==> config.mk <==
export PLATFORM = sky130hd
export DESIGN_NAME = fwfs_top
export DESIGN_NICKNAME = d
export VERILOG_FILES = /design/src/hw/fwfs_pkg.sv /design/src/hw/fwfs_top.sv
export VERILOG_INCLUDE_DIRS = /design/src /design/src/hw
export SDC_FILE = /design/constraint.sdc
export NUM_CORES = 2
export LEC_CHECK = 0
export BUFFER_PORTS_ARGS = -buffer_cell sky130_fd_sc_hd__buf_2
export CAP_MARGIN = 40
export CORE_UTILIZATION = 57
export CTS_BUF_LIST = sky130_fd_sc_hd__clkbuf_16
export DETAILED_ROUTE_END_ITERATION = 12
export PLACE_DENSITY_LB_ADDON = 0.2
export SKIP_CTS_REPAIR_TIMING = 1
export SYNTH_ARGS = -nofsm -noshare
export SYNTH_HDL_FRONTEND = slang
export SYNTH_SLANG_ARGS = --single-unit
==> constraint.sdc <==
create_clock -name mclk -period 32.1 [get_ports mclk]
set_input_delay 6.42 -clock mclk [delete_from_list [all_inputs] [get_ports mclk]]
set_output_delay 6.42 -clock mclk [all_outputs]
set_load 0.03 [all_outputs]
==> src/hw/fwfs_regs.svh <==
`ifndef FWFS_REGS_SVH
`define FWFS_REGS_SVH
`define FWFS_OFF_CMD      8'h00
`define FWFS_OFF_ADDR     8'h04
`define FWFS_OFF_LEN      8'h08
`define FWFS_OFF_DATA     8'h0c
`define FWFS_OFF_STATUS   8'h10
`define FWFS_OFF_COUNT    8'h14
`define FWFS_OFF_POINTER  8'h18
`define FWFS_OFF_SIZE     8'h1c
`define FWFS_OFF_RADDR    8'h20
`define FWFS_OFF_RDATA    8'h24
`define FWFS_CMD_INIT     3'h1
`define FWFS_CMD_LOAD     3'h2
`define FWFS_CMD_PREP     3'h3
`define FWFS_CMD_CLEAR    3'h4
`define FWFS_BIT_PROGFLT  0
`define FWFS_BIT_BUSY     1
`define FWFS_BIT_WIPEFLT  2
`define FWFS_FAULT_RESET  16'h0000
`define FWFS_DEPTH        32
`define FWFS_PTR_W        5
`define FWFS_PROG_TIME_US 60
`define FWFS_WIPE_TIME_MS 700
`endif

==> src/hw/fwfs_pkg.sv <==
`include "fwfs_regs.svh"
package fwfs_pkg;
  typedef enum logic [2:0] {
    FWFS_IDLE = 3'b001,
    FWFS_WAIT = 3'b010,
    FWFS_REL  = 3'b100
  } fwfs_state_e;

  typedef enum logic [4:0] {
    FWFS_OP_RESET = 5'b00001,
    FWFS_OP_PROBE = 5'b00010,
    FWFS_OP_READ  = 5'b00100,
    FWFS_OP_PROG  = 5'b01000,
    FWFS_OP_WIPE  = 5'b10000
  } fwfs_op_e;

  typedef struct packed {
    fwfs_state_e                        state;
    fwfs_op_e                           op;
    logic [`FWFS_DEPTH-1:0][15:0]       mem;
    logic [`FWFS_PTR_W-1:0]             rdPtr;
    logic [`FWFS_PTR_W-1:0]             wrPtr;
    logic [`FWFS_PTR_W:0]               count;
    logic [31:0]                        ptr;
    logic [15:0]                        fault;
    logic [31:0]                        secCur;
    logic [31:0]                        secEnd;
    logic [31:0]                        prepStart;
    logic [31:0]                        argAddr;
    logic [31:0]                        argLen;
    logic [31:0]                        readAddr;
    logic [31:0]                        flashSize;
    logic                               doneMeta;
    logic                               doneSync;
    logic                               failMeta;
    logic                               failSync;
    logic [15:0]                        rdMeta;
    logic [15:0]                        rdSync;
    logic                               flashReq;
    logic [31:0]                        flashAddr;
    logic [15:0]                        flashWdata;
    logic [31:0]                        prdata;
    logic                               pready;
    logic                               pslverr;
  } fwfs_regs_s;
endpackage : fwfs_pkg

==> src/hw/fwfs_top.sv <==
`timescale 1ns/100ps
`include "fwfs_regs.svh"
module fwfs_top
  import fwfs_pkg::*;
#(
  parameter int          SECTOR_SHIFT = 15,
  parameter logic [31:0] FLASH_WORDS  = 32'h0010_0000
) (
  // clock and reset
  input  wire logic        mclk,
  input  wire logic        rst,
  // apb slave
  input  wire logic [7:0]  paddr,
  input  wire logic        psel,
  input  wire logic        penable,
  input  wire logic        pwrite,
  input  wire logic [31:0] pwdata,
  output logic      [31:0] prdata,
  output logic             pready,
  output logic             pslverr,
  // flash engine pins
  output logic             flashReq,
  output logic      [4:0]  flashOp,
  output logic      [31:0] flashAddr,
  output logic      [15:0] flashWdata,
  input  wire logic [15:0] flashRdata,
  input  wire logic        flashDone,
  input  wire logic        flashFail
);

  fwfs_regs_s q;
  fwfs_regs_s n;

  function automatic logic [31:0] sectorOf(input logic [31:0] word);
    sectorOf = word >> SECTOR_SHIFT;
  endfunction : sectorOf

  function automatic logic [31:0] sectorBase(input logic [31:0] sector);
    sectorBase = sector << SECTOR_SHIFT;
  endfunction : sectorBase

  logic        acc;
  logic        push;
  logic        pop;
  logic        isCmd;
  logic [31:0] endWord;

  always_comb
  begin
    n       = q;
    push    = 1'b0;
    pop     = 1'b0;
    endWord = 32'h0;
    acc     = psel & penable & ~q.pready;
    isCmd   = acc & pwrite & (paddr == `FWFS_OFF_CMD);
    // pin synchronisers
    n.doneMeta = flashDone;
    n.doneSync = q.doneMeta;
    n.failMeta = flashFail;
    n.failSync = q.failMeta;
    n.rdMeta   = flashRdata;
    n.rdSync   = q.rdMeta;
    n.pready   = 1'b0;
    n.pslverr  = 1'b0;

    // register decode
    if (acc)
    begin
      if (pwrite && paddr == `FWFS_OFF_DATA)
      begin
        if (q.count != (`FWFS_PTR_W+1)'(`FWFS_DEPTH))
        begin
          push     = 1'b1;
          n.prdata = {16'h0, q.fault};
          n.pready = 1'b1;
        end
      end
      else if (isCmd)
      begin
        if (pwdata[2:0] == `FWFS_CMD_CLEAR)
        begin
          n.fault  = `FWFS_FAULT_RESET;
          n.prdata = 32'h0;
          n.pready = 1'b1;
        end
        else if (pwdata[2:0] != `FWFS_CMD_INIT && pwdata[2:0] != `FWFS_CMD_LOAD &&
                 pwdata[2:0] != `FWFS_CMD_PREP)
        begin
          n.pslverr = 1'b1;
          n.pready  = 1'b1;
        end
      end
      else if (pwrite && paddr == `FWFS_OFF_ADDR)
      begin
        n.argAddr = pwdata;
        n.pready  = 1'b1;
      end
      else if (pwrite && paddr == `FWFS_OFF_LEN)
      begin
        n.argLen = pwdata;
        n.pready = 1'b1;
      end
      else if (pwrite && paddr == `FWFS_OFF_RADDR)
      begin
        n.readAddr = pwdata;
        n.pready   = 1'b1;
      end
      else if (!pwrite && paddr == `FWFS_OFF_STATUS)
      begin
        n.prdata = {16'h0, q.fault};
        n.pready = 1'b1;
      end
      else if (!pwrite && paddr == `FWFS_OFF_COUNT)
      begin
        n.prdata = {26'h0, q.count};
        n.pready = 1'b1;
      end
      else if (!pwrite && paddr == `FWFS_OFF_POINTER)
      begin
        n.prdata = {q.ptr[30:0], 1'b0};
        n.pready = 1'b1;
      end
      else if (!pwrite && paddr == `FWFS_OFF_SIZE)
      begin
        n.prdata = q.flashSize;
        n.pready = 1'b1;
      end
      else if (!pwrite && paddr == `FWFS_OFF_ADDR)
      begin
        n.prdata = q.argAddr;
        n.pready = 1'b1;
      end
      else if (!pwrite && paddr == `FWFS_OFF_LEN)
      begin
        n.prdata = q.argLen;
        n.pready = 1'b1;
      end
      else if (!pwrite && paddr == `FWFS_OFF_RADDR)
      begin
        n.prdata = q.readAddr;
        n.pready = 1'b1;
      end
      else if (!(!pwrite && paddr == `FWFS_OFF_RDATA))
      begin
        n.pslverr = 1'b1;
        n.pready  = 1'b1;
      end
    end

    // single sequential flash engine
    case (q.state)
      FWFS_IDLE:
      begin
        if (acc && !pwrite && paddr == `FWFS_OFF_RDATA)
        begin
          n.op        = FWFS_OP_READ;
          n.flashAddr = {1'b0, q.readAddr[31:1]};
          n.flashReq  = 1'b1;
          n.state     = FWFS_WAIT;
        end
        else if (q.count != '0)
        begin
          n.op         = FWFS_OP_PROG;
          n.flashAddr  = q.ptr;
          n.flashWdata = q.mem[q.rdPtr];
          n.flashReq   = 1'b1;
          n.state      = FWFS_WAIT;
        end
        else if (isCmd && pwdata[2:0] == `FWFS_CMD_INIT)
        begin
          n.op       = FWFS_OP_RESET;
          n.flashReq = 1'b1;
          n.state    = FWFS_WAIT;
        end
        else if (isCmd && pwdata[2:0] == `FWFS_CMD_LOAD)
        begin
          n.ptr    = {1'b0, q.argAddr[31:1]};
          n.prdata = {16'h0, q.fault};
          n.pready = 1'b1;
        end
        else if (isCmd && pwdata[2:0] == `FWFS_CMD_PREP)
        begin
          endWord     = {1'b0, q.argAddr[31:1]} + q.argLen - 32'h1;
          n.prepStart = {1'b0, q.argAddr[31:1]};
          n.secCur    = sectorOf({1'b0, q.argAddr[31:1]});
          n.secEnd    = sectorOf(endWord);
          n.op        = FWFS_OP_WIPE;
          n.flashAddr = sectorBase(sectorOf({1'b0, q.argAddr[31:1]}));
          n.flashReq  = 1'b1;
          n.state     = FWFS_WAIT;
        end
      end
      FWFS_WAIT:
      begin
        // waits without limit for completion
        if (q.doneSync)
        begin
          n.flashReq = 1'b0;
          n.state    = FWFS_REL;
          case (q.op)
            FWFS_OP_PROG:
            begin
              pop   = 1'b1;
              n.ptr = q.ptr + 32'h1;
              if (q.failSync)
                n.fault[`FWFS_BIT_PROGFLT] = 1'b1;
            end
            FWFS_OP_READ:
            begin
              n.prdata = {16'h0, q.rdSync};
              n.pready = 1'b1;
            end
            FWFS_OP_WIPE:
            begin
              if (q.failSync)
                n.fault[`FWFS_BIT_WIPEFLT] = 1'b1;
            end
            FWFS_OP_PROBE:
            begin
              n.flashSize = q.failSync ? 32'h0 : FLASH_WORDS;
            end
            default:
            begin
            end
          endcase
        end
      end
      FWFS_REL:
      begin
        if (!q.doneSync)
        begin
          n.state = FWFS_IDLE;
          case (q.op)
            FWFS_OP_RESET:
            begin
              n.op       = FWFS_OP_PROBE;
              n.flashReq = 1'b1;
              n.state    = FWFS_WAIT;
            end
            FWFS_OP_PROBE:
            begin
              n.fault  = `FWFS_FAULT_RESET;
              n.prdata = q.flashSize;
              n.pready = 1'b1;
            end
            FWFS_OP_WIPE:
            begin
              if (q.secCur != q.secEnd)
              begin
                n.secCur    = q.secCur + 32'h1;
                n.flashAddr = sectorBase(q.secCur + 32'h1);
                n.flashReq  = 1'b1;
                n.state     = FWFS_WAIT;
              end
              else
              begin
                n.ptr    = q.prepStart;
                n.prdata = {16'h0, q.fault};
                n.pready = 1'b1;
              end
            end
            default:
            begin
            end
          endcase
        end
      end
      default:
      begin
        n.state    = FWFS_IDLE;
        n.flashReq = 1'b0;
      end
    endcase

    // queue bookkeeping
    if (pop)
    begin
      n.rdPtr = q.rdPtr + (`FWFS_PTR_W)'(1);
      if (q.count == (`FWFS_PTR_W+1)'(1))
        n.fault[`FWFS_BIT_BUSY] = 1'b0;
    end
    if (push)
    begin
      n.mem[q.wrPtr]          = pwdata[15:0];
      n.wrPtr                 = q.wrPtr + (`FWFS_PTR_W)'(1);
      n.fault[`FWFS_BIT_BUSY] = 1'b1;
    end
    n.count = q.count + (`FWFS_PTR_W+1)'(push) - (`FWFS_PTR_W+1)'(pop);
  end

  always_ff @(posedge mclk or posedge rst)
  begin
    if (rst)
    begin
      q       <= '0;
      q.state <= FWFS_IDLE;
      q.op    <= FWFS_OP_RESET;
      q.fault <= `FWFS_FAULT_RESET;
    end
    else
    begin
      q <= n;
    end
  end

  assign prdata     = q.prdata;
  assign pready     = q.pready;
  assign pslverr    = q.pslverr;
  assign flashReq   = q.flashReq;
  assign flashOp    = q.op;
  assign flashAddr  = q.flashAddr;
  assign flashWdata = q.flashWdata;

endmodule : fwfs_top

==> impl_metrics.json <==
{
  "synth_top_area_share": 0.502,
  "yosys-top-cells-area": "dfrtp_1 (50%), mux2_2 (14%), mux4_2 (8.2%), nand2_1 (3.1%), o21ai_0 (2.6%)",
  "min_period_over_period": 0.293,
  "ys_warn_count": 0,
  "cts.reportedPaths.clkPinSlew_ps": 60,
  "slowest_delay_ps": 680,
  "fmax_mhz": 106,
  "drtPass1Iterations": 8,
  "startpoint_type": "input port",
  "grt_max_degree": 155,
  "maxCapViolCount": 0,
  "synth_xor_area_frac": 0.0146,
  "syn-num-nets": 3860,
  "syn2layout_area_growth_pct": 10.3,
  "overflow": 0,
  "yosys.cell_types.count": 82,
  "ant_nets": 0,
  "fin_ws_ps": 22690,
  "drtIter0Drc": 2939,
  "cts_tree": "yes",
  "drc": 0,
  "rows": 101,
  "worstPathMaxFanout": 17,
  "yosys.area_share.adder": 0.0219,
  "syn-cell-area_um2": 43800,
  "status": "complete, no violations",
  "synth_area_per_cell_um2": 11.8,
  "yosys.area_share.simple": 0.0851,
  "r2r_end": "q[294]",
  "grt_pass1_vias": 30000,
  "slowest_stage": "nor2_1",
  "yosys-mux-area-fraction": 0.231,
  "period_needed_ps": 9410,
  "cts.path.max_buffers": 3,
  "setup_viol": 0,
  "n_antenna_cell": 0,
  "fin_tns_setup_ps": 0,
  "die_x_um": 279,
  "p_per_area_nw_per_um2": 61.0,
  "synth_seq_area_share": 0.503,
  "die_area_um2": 77900,
  "port_buffers": 150,
  "antenna_found_initial": 3,
  "leakagePower_nw": 23.3,
  "crit-reg2reg-launch": "q[194]",
  "min_to": "q[85]",
  "synth_compound_area_frac": 0.0932,
  "insertion_delay_ps": 670,
  "pre_cts_slack_ps": 22120,
  "fin_worst_skew_ps": 25.7,
  "ios": 151,
  "slew_violations": 0,
  "worstSetupEndpointType": "flop",
  "cts_root_buf": "clkbuf_16",
  "cpMostUsedCell": "inv_1",
  "synth_ff_type": "dfrtp_1",
  "slew_headroom": 0.354,
  "h-tree-depth": 3,
  "fp.coreArea_um2": 75900,
  "grt_pass1_wl_um": 186000,
  "grtUsageTotal": 0.313,
  "hold_violations": 0,
  "final_nets": 3864,
  "arrival_ps": 9950,
  "worstMarginPinSlew_ps": 969,
  "peakVddDrop_mv": 0.0458,
  "rsz0062_at_grt": "false",
  "num_vias": 30300,
  "die_y_um": 279,
  "hp-start": "n[85]",
  "place_congestion": 0.995,
  "synth_edf_count": 0,
  "routedWlPerCell_um": 24.8,
  "viasPerCell": 6.27,
  "yosysTopAreaCell": "dfrtp_1",
  "r2r_slack_ps": 28200,
  "reg2regPathDepth": 13,
  "totalWireLength_um": 120000,
  "crit_type": "in -> reg",
  "place_hpwl_um": 82300,
  "syn_inst": 3721,
  "synth_top_family_by_area": "multiplexers",
  "layout-drive-gt1-share": 0.295,
  "cp.required_ps": 32640,
  "synth-seq-cells": 880,
  "hp-class": "reg -> reg",
  "initial_core_util": 0.577,
  "holdPathStages": 0,
  "numClockSinks": 880,
  "cts_buffers": 94,
  "crit_chain": "buf_2, nor4b_4, nand3_1, nor2_1, inv_1, ha_1, inv_1, ha_1, inv_1, fa_1, inv_1, a21oi_1, nor2_1, nor2_1, xnor2_1",
  "synth-async-reset-ratio": 1.00
}
where the power goes:
group,internal (W),switching (W),leakage [nW]
logic,0.000242,0.000427,10.1
clock network,0.000560,0.000450,1.49
registers,0.00117,0.0000924,11.7
area by class of cell:
cell class / count / area (um^2)
fillers: 5937 / 27600
repair buffers: 253 / 2050
flip-flops and latches: 880 / 22000
multi-input cells: 2346 / 19600
inverters: 150 / 571
clock buffers: 95 / 2380
well taps: 1030 / 1290
clock inverters: 71 / 442
cell usage in the layout, fill, tap and decap left out, types with 31 or more instances in the layout:
cell / n
a21oi_1: 128
a221oi_1: 37
a22oi_1: 33
buf_2: 151
buf_4: 54
clkbuf_16: 95
dfrtp_1: 875
ha_1: 75
inv_1: 175
mux2_2: 550
mux4_2: 160
nand2_1: 359
nand3_1: 69
nor2_1: 192
nor3_1: 31
o21ai_0: 231
xor2_1: 50
cells in the mapped netlist, drive strengths merged, types with 7 or more instances:
library cell  count
mux2i            30
a21o             19
o31ai            11
mux2            550
nor2b             7
a21oi           129
nor3b             7
xor2             50
a22o             23
inv             150
nand2           363
o22ai            22
nor4             13
mux4            160
a221oi           37
nor3             37
nand2b            7
nand4            20
nand3            70
a22oi            33
buf             157
and3             27
ha               75
a32oi             7
nor2            199
a211oi           19
xnor2            23
clkbuf          188
a221o            15
o211ai           15
and2             31
o21ai           240
o221ai            8
a31oi            25
dfrtp           878
layer usage:
metal / vias to the layer above / part of all wire / track usage
li1: 13300 / - / -
met1: 15400 / 0.41 / 0.427
met2: 1278 / 0.47 / 0.501
met3: 276 / 0.068 / 0.0484
met4: 2 / 0.045 / 0.135
met5: - / 0.00014 / 0
worst max-delay path by stage:
stage	from	end	cells after the start
floorplan	rst	flashAddr[0]	1
CTS	paddr[4]	q[395]	15
detailed placement	paddr[4]	q[395]	15
global route	paddr[4]	q[395]	15
finish	paddr[4]	q[395]	15
global placement	paddr[4]	q[395]	15
kinds of logic (layout without fill, tap and decap cells):
| kind of cell | count (synthesis) | in the layout |
|---|---|---|
| AOI/OAI and AO/OA | 648 | 648 |
| xor gates and xnor gates | 73 | 73 |
| adders and majority gates | 76 | 76 |
| and+or+nand+nor | 809 | 809 |
| DFF | 880 | 880 |
| muxes | 740 | 740 |
| buffers and inverters | 495 | 569 |
sequential cells by signal, summed over array words and instances (netlist names):
name,flops
q,774
flashAddr,32
prdata,32
n,18
flashWdata,16
flashOp,5
flashReq,1
pready,1
pslverr,1
metrics by stage:
| step | power [W] | cell area (um^2) | utilization | instances | hold slack, ps |
|---|---|---|---|---|---|
| finish | 0.00295 | 48300 | 0.636 | 4825 | 348 |
| global route | 0.00307 | 48300 | 0.636 | 4825 | 356 |
| CTS | 0.00296 | 48300 | 0.636 | 4824 | 348 |
| detailed placement | 0.00195 | 45500 | 0.599 | 4658 | 336 |
| global placement | 0.00193 | 44600 | 0.587 | 4608 | 334 |
| floorplan | 0.00176 | 43800 | - | 3721 | 331 |
critical path: cells and delay by family:
family	cells	cell delay, ps
XOR/XNOR	1	120
buffers and inverters	5	740
AO/OA/AOI/OAI	1	60
adder cells (fa/ha/maj)	3	950
AND/OR/NAND/NOR	5	1670
(Power assumes the default switching activity.)
